**config.mk**
```make
export PLATFORM = sky130hd
export DESIGN_NAME = lhsc_top
export DESIGN_NICKNAME = d
export VERILOG_FILES = /design/src/design/lhsc_pkg.sv /design/src/design/lhsc_slicer.sv /design/src/design/lhsc_top.sv
export SDC_FILE = /design/constraint.sdc
export NUM_CORES = 1
export LEC_CHECK = 0
export BUFFER_PORTS_ARGS = -buffer_cell sky130_fd_sc_hd__buf_2
export CAP_MARGIN = 20
export CORE_MARGIN = 2
export CORE_UTILIZATION = 50
export CTS_BUF_LIST = sky130_fd_sc_hd__clkbuf_4 sky130_fd_sc_hd__clkbuf_8 sky130_fd_sc_hd__clkbuf_16
export CTS_CLUSTER_SIZE = 12
export DETAILED_ROUTE_END_ITERATION = 6
export HOLD_SLACK_MARGIN = 0.02
export PLACE_DENSITY = 0.8
export RECOVER_POWER = 25
export SYNTH_ARGS = -nofsm -noshare
export SYNTH_HDL_FRONTEND = slang
export SYNTH_HIERARCHICAL = 1
export SYNTH_SLANG_ARGS = --single-unit
```
**constraint.sdc**
```tcl
create_clock -name clk_sys -period 6 [get_ports clk_sys]
set_input_delay 0 -clock clk_sys [delete_from_list [all_inputs] [get_ports clk_sys]]
set_output_delay 0 -clock clk_sys [all_outputs]
set_load 0.02 [all_outputs]
```
**src/design/lhsc_pkg.sv**
```systemverilog
/*
  shared constants and types for the lock detector halt/restart strobes
  and the soft decision slicer_config.
  assumes a single clock domain and a destination-addressed write port.
*/
`default_nettype none
package lhsc_pkg;
  // ==========================================================
  // register destination addresses
  localparam logic [7:0] LHSC_ADDR_HALT = 8'h18; // halt-for-read strobe
  localparam logic [7:0] LHSC_ADDR_RESTART = 8'h19; // restart strobe
  localparam logic [7:0] LHSC_ADDR_SLICER = 8'h1a; // slicer_config
  // ==========================================================
  // slicer_config fields
  localparam int LHSC_FMT_BIT = 7; // output format select
  localparam int LHSC_THR_MSB = 6; // threshold field top bit
  localparam int LHSC_THR_W = 7; // threshold field width
  localparam logic LHSC_FMT_RESET = 1'h0; // sign/magnitude after reset
  localparam logic [6:0] LHSC_THR_RESET = 7'h00; // threshold after reset
  localparam logic LHSC_FMT_SIGNMAG = 1'h0; // format code: sign/magnitude
  localparam logic LHSC_MODE_PROC = 1'h0; // control code: processor
  // ==========================================================
  // sample and decision widths
  localparam int LHSC_SAMPLE_W = 8; // two's complement fraction
  localparam int LHSC_SOFT_W = 3; // soft decision width
  localparam logic [7:0] LHSC_SAMPLE_MIN = 8'h80; // most negative sample
  localparam logic [6:0] LHSC_MAG_MAX = 7'h7f; // saturated magnitude
  // ==========================================================
  // types
  typedef struct packed {
    logic strobe; // one-cycle write pulse
    logic [7:0] addr; // destination address
    logic [31:0] data; // write data
  } lhsc_wr_type;
  typedef struct packed {
    logic fmt_twos; // 1 = two's complement outputs
    logic [6:0] threshold; // unsigned fraction, msb weighs one half
  } lhsc_slicer_cfg_type;
  typedef enum logic [1:0] {
    LHSC_RUN = 2'b00, // lock detector running freely
    LHSC_PENDING = 2'b01, // halt asked, waiting for cycle end
    LHSC_FROZEN = 2'b10 // frozen, integrators readable
  } lhsc_state_type;
endpackage
`default_nettype wire

```
**src/design/lhsc_slicer.sv**
```systemverilog
/*
  soft decision slicer: magnitude against 1x/2x/3x threshold, four levels,
  sign/magnitude or two's complement 3-bit outputs, registered.
  assumes samples arrive on clk_sys with a one-cycle valid.
*/
`default_nettype none
module lhsc_slicer
  import lhsc_pkg::*;
(
  input wire logic clk_sys,
  input wire logic rst,
  input wire lhsc_slicer_cfg_type cfg,
  input wire logic sample_valid,
  input wire logic [LHSC_SAMPLE_W-1:0] i_sample,
  input wire logic [LHSC_SAMPLE_W-1:0] q_sample,
  output logic soft_valid,
  output logic [LHSC_SOFT_W-1:0] i_soft,
  output logic [LHSC_SOFT_W-1:0] q_soft
);
  // ==========================================================
  // magnitude of a two's complement fraction, saturated at the top
  function automatic logic [6:0] lhsc_mag(input logic [7:0] s);
    logic [7:0] neg;
    neg = 8'h00;
    if (s == LHSC_SAMPLE_MIN) begin
      return LHSC_MAG_MAX;
    end
    neg = 8'h00 - s;
    return s[LHSC_SAMPLE_W-1] ? neg[6:0] : s[6:0];
  endfunction

  // confidence level and output coding for one sample
  function automatic logic [2:0] lhsc_decide(input logic [7:0] s, input lhsc_slicer_cfg_type c);
    logic [8:0] mag;
    logic [8:0] t1;
    logic [8:0] t2;
    logic [8:0] t3;
    logic [1:0] lvl;
    mag = {2'h0, lhsc_mag(s)};
    // fraction weights of threshold and magnitude line up bit for bit
    t1 = {2'h0, c.threshold};
    t2 = {1'h0, c.threshold, 1'h0};
    t3 = t1 + t2;
    // level from the highest threshold met or exceeded
    if (mag >= t3) begin
      lvl = 2'h3;
    end else if (mag >= t2) begin
      lvl = 2'h2;
    end else if (mag >= t1) begin
      lvl = 2'h1;
    end else begin
      lvl = 2'h0;
    end
    // format select: sign/magnitude or two's complement
    if (c.fmt_twos == LHSC_FMT_SIGNMAG) begin
      return {s[LHSC_SAMPLE_W-1], lvl};
    end
    return s[LHSC_SAMPLE_W-1] ? ~{1'h0, lvl} : {1'h0, lvl};
  endfunction

  // ==========================================================
  // registered decisions
  always_ff @(posedge clk_sys) begin
    if (rst) begin
      soft_valid <= 1'h0;
      i_soft <= 3'h0;
      q_soft <= 3'h0;
    end else begin
      soft_valid <= sample_valid;
      if (sample_valid) begin
        i_soft <= lhsc_decide(i_sample, cfg);
        q_soft <= lhsc_decide(q_sample, cfg);
      end
    end
  end
endmodule
`default_nettype wire

```
**src/design/lhsc_top.sv**
```systemverilog
/*
  lock detector halt/restart strobes and slicer_config register,
  with the slicer instantiated below.
  assumes the write port, integration-done pulse and samples all come from
  logic on clk_sys; the control-mode bit comes from the lock detector
  configuration register held elsewhere.
*/
// How it works
// - halt waits for current integration cycle end
// - status bit 7 shows detector frozen
// - frozen detector stays until restart write
// - restart write resumes frozen detector
// - processor mode: accumulators stop every cycle
// - bit 7 picks sign/magnitude or two's complement
// - thresholds are one, two, three times field
// - threshold is unsigned fraction, msb one half
// - mode bit: 0 processor, 1 state machine
`default_nettype none
module lhsc_top
  import lhsc_pkg::*;
(
  input wire logic clk_sys,
  input wire logic rst,
  input wire lhsc_wr_type wr,
  input wire logic sm_control,
  input wire logic integ_done,
  input wire logic sample_valid,
  input wire logic [LHSC_SAMPLE_W-1:0] i_sample,
  input wire logic [LHSC_SAMPLE_W-1:0] q_sample,
  output logic ld_frozen,
  output logic status_halted,
  output lhsc_slicer_cfg_type slicer_cfg,
  output logic soft_valid,
  output logic [LHSC_SOFT_W-1:0] i_soft,
  output logic [LHSC_SOFT_W-1:0] q_soft
);
  // ==========================================================
  // address decode
  // data is never looked at for the two strobes
  logic halt_wr; // halt strobe written
  logic restart_wr; // restart strobe written
  logic slicer_wr; // slicer config written
  logic proc_mode; // processor owns acquisition
  lhsc_state_type state; // halt sequencer state
  lhsc_state_type next_state; // next sequencer state

  assign halt_wr = wr.strobe && (wr.addr == LHSC_ADDR_HALT);
  assign restart_wr = wr.strobe && (wr.addr == LHSC_ADDR_RESTART);
  assign slicer_wr = wr.strobe && (wr.addr == LHSC_ADDR_SLICER);
  assign proc_mode = (sm_control == LHSC_MODE_PROC);

  // ==========================================================
  // halt sequencer
  // next state from strobes, mode and the integration-done pulse
  always_comb begin
    next_state = state;
    unique case (state)
      LHSC_RUN: begin
        if (proc_mode && integ_done) begin
          // accumulators park by themselves at every cycle end
          next_state = LHSC_FROZEN;
        end else if (!proc_mode && halt_wr) begin
          // strobe is meaningless under processor control
          next_state = LHSC_PENDING;
        end
      end
      LHSC_PENDING: begin
        if (restart_wr) begin
          next_state = LHSC_RUN; // halt withdrawn before it took
        end else if (integ_done) begin
          next_state = LHSC_FROZEN; // cycle finished, now freeze
        end
      end
      LHSC_FROZEN: begin
        // only a restart write leaves
        if (restart_wr) begin
          next_state = LHSC_RUN;
        end
      end
      default: begin
        next_state = LHSC_RUN; // illegal code recovers to run
      end
    endcase
  end

  // state register
  always_ff @(posedge clk_sys) begin
    if (rst) begin
      state <= LHSC_RUN;
    end else begin
      state <= next_state;
    end
  end

  // freeze and status outputs, registered with the state
  always_ff @(posedge clk_sys) begin
    if (rst) begin
      ld_frozen <= 1'h0;
      status_halted <= 1'h0;
    end else begin
      ld_frozen <= (next_state == LHSC_FROZEN);
      status_halted <= (next_state == LHSC_FROZEN); // internal status bit 7
    end
  end

  // ==========================================================
  // slicer_config register
  always_ff @(posedge clk_sys) begin
    if (rst) begin
      slicer_cfg.fmt_twos <= LHSC_FMT_RESET;
      slicer_cfg.threshold <= LHSC_THR_RESET;
    end else if (slicer_wr) begin
      slicer_cfg.fmt_twos <= wr.data[LHSC_FMT_BIT];
      slicer_cfg.threshold <= wr.data[LHSC_THR_MSB -: LHSC_THR_W];
    end
  end

  // ==========================================================
  // slicer datapath
  // no clamp on the threshold; software keeps 3x in range
  lhsc_slicer u_slicer (
    .clk_sys(clk_sys),
    .rst(rst),
    .cfg(slicer_cfg),
    .sample_valid(sample_valid),
    .i_sample(i_sample),
    .q_sample(q_sample),
    .soft_valid(soft_valid),
    .i_soft(i_soft),
    .q_soft(q_soft)
  );
endmodule
`default_nettype wire

```
==> Yosys cells after proc, flatten, opt, wreduce, memory -nomap -nowiden <==
Cells that the tools add are included.
{ "classes": {"addsub": 3, "magnitude_cmp": 6, "eq_ne": 8, "muxes": 41, "bitwise": 3, "reduce_logical": 6} }
{ "ops": {"columns": ["op", "count"], "rows": [
  ["7-bit two-way mux", 10],
  ["2-bit two-way mux", 13],
  ["8-bit by 5-bit equality test with 1-bit output (second input constant)", 3],
  ["7-bit by 9-bit >= comparator with 1-bit output", 2],
  ["3-bit two-way mux", 6],
  ["8-bit equality test (second input constant)", 2],
  ["7-bit by 8-bit >= comparator with 1-bit output", 2],
  ["7-bit >= comparator", 2],
  ["1-bit by 7-bit subtractor with 7-bit output (first input constant)", 2],
  ["1-bit two-way mux", 11],
  ["7-bit by 8-bit adder with 9-bit output", 1],
  ["2-bit NOT with 3-bit output", 2],
  ["2-bit case mux with 3 select lines", 1],
  ["1-bit logical AND", 5],
  ["2-bit equality test (second input constant)", 2],
  ["2-bit by 1-bit equality test with 1-bit output (second input constant)", 1],
  ["2-bit logical NOT", 1],
  ["1-bit NOT", 1]
]} }
{ "word_totals": {"register_bits": 18, "inputBits": 62, "output_inout_bits": 17, "wordCells": 74} }

==> Longest topological paths before layout <==
{ "depth": {"word_depth": 16, "ltp_mapped": 14, "ltp_nobuf": 14} }

==> Cells and area by module <==
Netlist, hierarchy kept.
{ "by_module_without_submodules": {"columns": ["mod", "n_inst", "cells_per_inst", "area_each_um2", "seq_area_each_um2"], "rows": [
  ["lhsc_slicer", 1, 220, 1736.7, 140.1],
  ["lhsc_top", 1, 45, 466.7, 220.2]
]} }

==> Worst setup path after synthesis <==
No wires, ideal clock.
{ "synth_path": {"path_kind": "register -> register", "start": "register slicer_cfg[0] (netlist bit)", "end": "register u_slicer.i_soft[0]", "setup_time_ns": 0.120, "arrival_ns": 2.896, "t_required_ns": 5.880, "path_slack_ns": 2.985, "path_stages_with_launch": 14, "n_path_buf": 0, "period_less_slack_ns": 3.015, "cell_sequence": "dfxtp_1 -> ha_1 -> fa_1 -> a21oi_1 -> nor2b_1 -> nor2_1 -> xor2_1 -> ha_1 -> and3_1 -> a211oi_1 -> maj3_2 -> a2bb2oi_1 -> xnor2_1 -> o21ai_1"} }
{ "synth_via": {"elab_chain_cells": 9, "elab_cells_between_ends": 13, "cone_classes": "add/sub (1); order compare (3); mux (8); bitwise (1)"} }
{ "synth_lines": {"columns": ["item", "line", "text"], "rows": [
  ["from (decl)", "lhsc_top.sv:32", "output lhsc_slicer_cfg_type slicer_cfg,"],
  ["branches (longest 3 deep; another with 7-bit by 8-bit adder with 9-bit output)", null, null],
  ["2-bit two-way mux (*)", "lhsc_slicer.sv:45", "if (mag >= t3) begin"],
  ["2-bit two-way mux (*)", "lhsc_slicer.sv:70", "if (sample_valid) begin"],
  ["2-bit two-way mux (*)", "lhsc_slicer.sv:64", "if (rst) begin"],
  ["2-bit NOT with 3-bit output", "lhsc_slicer.sv:58", "return s[LHSC_SAMPLE_W-1] ? ~{1'h0, lvl} : {1'h0, lvl};"],
  ["3-bit two-way mux", "lhsc_slicer.sv:58", null],
  ["3-bit two-way mux (*)", "lhsc_slicer.sv:58", null],
  ["to (signal assigned)", "lhsc_slicer.sv:71", "i_soft <= lhsc_decide(i_sample, cfg);"],
  ["to (decl)", "lhsc_slicer.sv:17", "output logic [LHSC_SOFT_W-1:0] i_soft,"]
]} }
Every way passes the cells marked *. The select of a mux whose other input is x is not followed.
A chain may end at the register's enable or synchronous reset.

==> Worst setup path in the final report <==
Same ends and word-level chain as after synthesis.

==> out/metrics.cfg <==
[clock_network]
clkTransAtPathRegs_ps = 60
cts_hold_buf = 9
clockBufferDepth = 2
cts_sinks = 18
clkLatencyLatePin_ps = 250
cts_buffers = 3
cts_setup_buffers = 0
root_buffer = clkbuf_8
post_cts_resized = 0
cts-htree-levels = 1
tritoncts = done

[placed_design]
gp_congestion = 0.934
io_buffers = 54
hpwl_um = 4140

[timing]
fin_skew_ps = 0.618
setup_viol = 0
setup_tns_ps = 0
hold_ws_ps = 83.8
drv_slew = 0
fmax_mhz = 304
max_slew_margin_pct = 59.2
rsz0062_at_grt = no
worstMarginPinSlew_ps = 612
period_share_pct = 54.8
hold_viol = 0
period_needed_ps = 3290

[power_and_ir_drop]
ir_drop_mv = 0.105
powerDensity_mw_per_mm2 = 126
total_power_uw = 332
static-leakage-power_uw = 0.00134

[synth]
synthesis.instances = 265
ys_warn_count = 6
yosysSeqAreaShare_pct = 16.4
synth_nets = 373
synthesis.area_sq_mm = 0.00220
synth_ff_type = dfxtp_1
synth.avg_cell_area_sq_um = 8.31
synth_cell_types = 58
async_flop_share_pct = 0
ys_ff_latch = 18
synth_edf_count = 0

[die]
rows = 24
die_w_um = 70.4
dieArea_sq_mm = 0.00495
core-area_sq_mm = 0.00429
ios = 79
die_h_um = 70.4
start_util_pct = 51.3

[route]
wl_per_cell_um = 13.0
via_count = 2101
antenna_left = 0
drc = 0
drtPass1Iterations = 4
avgViaCountPerCell = 5.56
initialDrtViolationCount = 74
routed_wl_um = 4900

[setup_path]
start_kind = register
crit_fanout = 7
arrival_ps = 3420
crit_required_ps = 6140
reg2reg_setup_slack_ps = 2710
r2r_cells = 13
critical_path_class = register to register
worst_setup_path_end_kind = register

[status]
status = complete, no violations

[grt]
grt-ovfl-total = 0
grt_max_degree = 16
grt_pass1_vias = 1957
grt_pass1_wl_um = 8470
grt.total_usage_pct = 20.3
antenna_found_initial = 0

[final_layout]
drive_above_1_share_pct = 20.9
area_growth_pct = 19.5
antenna_cells = 0
finalNetCount = 436

[hold_path]
whs_path_depth = 3
hold_class = input port to register

[flow_run]
cap_violations = 0

-- logic make-up (layout without fill, tap and decap cells) --
kind of cell | count (synthesis) | count (layout) | share of synthesized area (%)
AO/OA/AOI/OAI | 62 | 62 | 19.5
XOR/XNOR | 13 | 13 | 5.17
adder cells (fa/ha/maj) | 48 | 48 | 27.4
buffers and inverters | 26 | 87 | 4.88
flip-flops | 18 | 18 | 16.4
multiplexers | 12 | 12 | 5.45
AND/OR/NAND/NOR | 86 | 86 | 21.2
-- state kept, by name (all words and copies together) (netlist names) --
register / flops
slicer_cfg: 8
state: 2
status_halted: 1
u_slicer/i_soft: 3
u_slicer/q_soft: 3
u_slicer/soft_valid: 1
-- power by group --
part / internal, uW / switching (uW) / leakage, uW / total, uW
sequential: 124 / 2.22 / 0.000147 / 126
combinational: 58.9 / 66.1 / 0.00117 / 125
clock: 44.5 / 35.9 / 0.0000216 / 80.4
total: 228 / 104 / 0.00134 / 332
-- synth_stat cells, drive strengths merged, types with 2 or more instances --
master | n | area share, %
nand2 | 30 | 5.1
inv | 21 | 3.6
o21ai | 18 | 4.3
a311o | 2 | 0.97
a211o | 2 | 0.85
a21oi | 12 | 2.7
or2 | 3 | 0.85
buf | 4 | 1.1
xnor2 | 4 | 1.6
nor3b | 3 | 1.8
a211oi | 3 | 1.2
nor3 | 4 | 1.1
a21o | 6 | 2.0
and3 | 5 | 1.4
nand2b | 3 | 0.85
maj3 | 2 | 0.97
xor2 | 9 | 3.6
o31ai | 2 | 0.68
dfxtp | 18 | 16
a221oi | 2 | 0.80
nor2 | 16 | 2.7
mux2i | 12 | 5.5
and4bb | 2 | 1.1
a41oi | 2 | 1.5
nand3 | 4 | 0.91
ha | 45 | 26
o22ai | 2 | 0.57
or3 | 3 | 0.91
nor2b | 6 | 1.7
a31oi | 4 | 1.1
-- layout by cell type (no fill, tap or decap), types with 2 or more instances in the layout --
master         count
a211oi_1           2
a21o_1             6
a21oi_1           12
a221oi_1           2
a31oi_1            4
a41oi_2            2
and3_1             5
buf_2             48
clkbuf_1           6
clkbuf_8           3
dfxtp_1           18
dlygate4sd3_1      9
ha_1              45
inv_1             21
mux2i_1           12
nand2_1           30
nand2b_1           3
nand3_1            4
nor2_1            16
nor2b_1            6
nor3_1             3
o21ai_0           11
o21ai_1            6
o22ai_1            2
o31ai_1            2
or2_2              3
or3_1              2
xnor2_1            4
xor2_1             9
-- layout make-up --
class | instances | area (sq um)
inverter | 21 | 78.8
multi-input combinational | 221 | 1740
sequential | 18 | 360
tap | 52 | 65.1
timing repair buffer | 63 | 353
fill | 384 | 1660
clock buffer | 3 | 41.3
-- per-layer routing --
metal,up-vias,global-route usage [%],part of all wire [%]
met3,6,3.75,3.3
met4,0,2.78,1.2
met1,961,25.7,47
met2,40,36.5,48
li1,1094,-,-
met5,-,0,0
-- critical path, cell delays in order, from the launching register on --
cell and delay, ps:
dfxtp_1 400, ha_1 290, fa_1 420, a21oi_1 200
nor2b_1 60, nor2_1 110, xor2_1 290, ha_1 320
and3_1 190, a211oi_1 240, maj3_2 240, a2bb2oi_1 190
xnor2_1 140, o21ai_1 70
-- metrics by stage --
stage / setup WS [ps] / instances / util (%) / area [sq um]
after floorplan: 2980 / 265 / - / 2200
after global placement: 2800 / 366 / 58.4 / 2510
after detailed placement: 2710 / 366 / 58.4 / 2510
after CTS: 2700 / 378 / 61.5 / 2640
after global routing: 2540 / 378 / 61.3 / 2630
final: 2710 / 378 / 61.3 / 2630
-- final timing paths --
path	startpoint	to
worst min register to register	u_slicer/i_soft[1]$_SDFFE_PP0P_	u_slicer/i_soft[1]$_SDFFE_PP0P_
worst max-delay path	slicer_cfg[0]$_SDFFE_PP0P_	u_slicer/i_soft[0]$_SDFFE_PP0P_
worst max register to register	slicer_cfg[0]$_SDFFE_PP0P_	u_slicer/i_soft[0]$_SDFFE_PP0P_
worst min-delay path	sample_valid	u_slicer/i_soft[2]$_SDFFE_PP0P_
No activity file was read; power rests on OpenSTA's default activity.
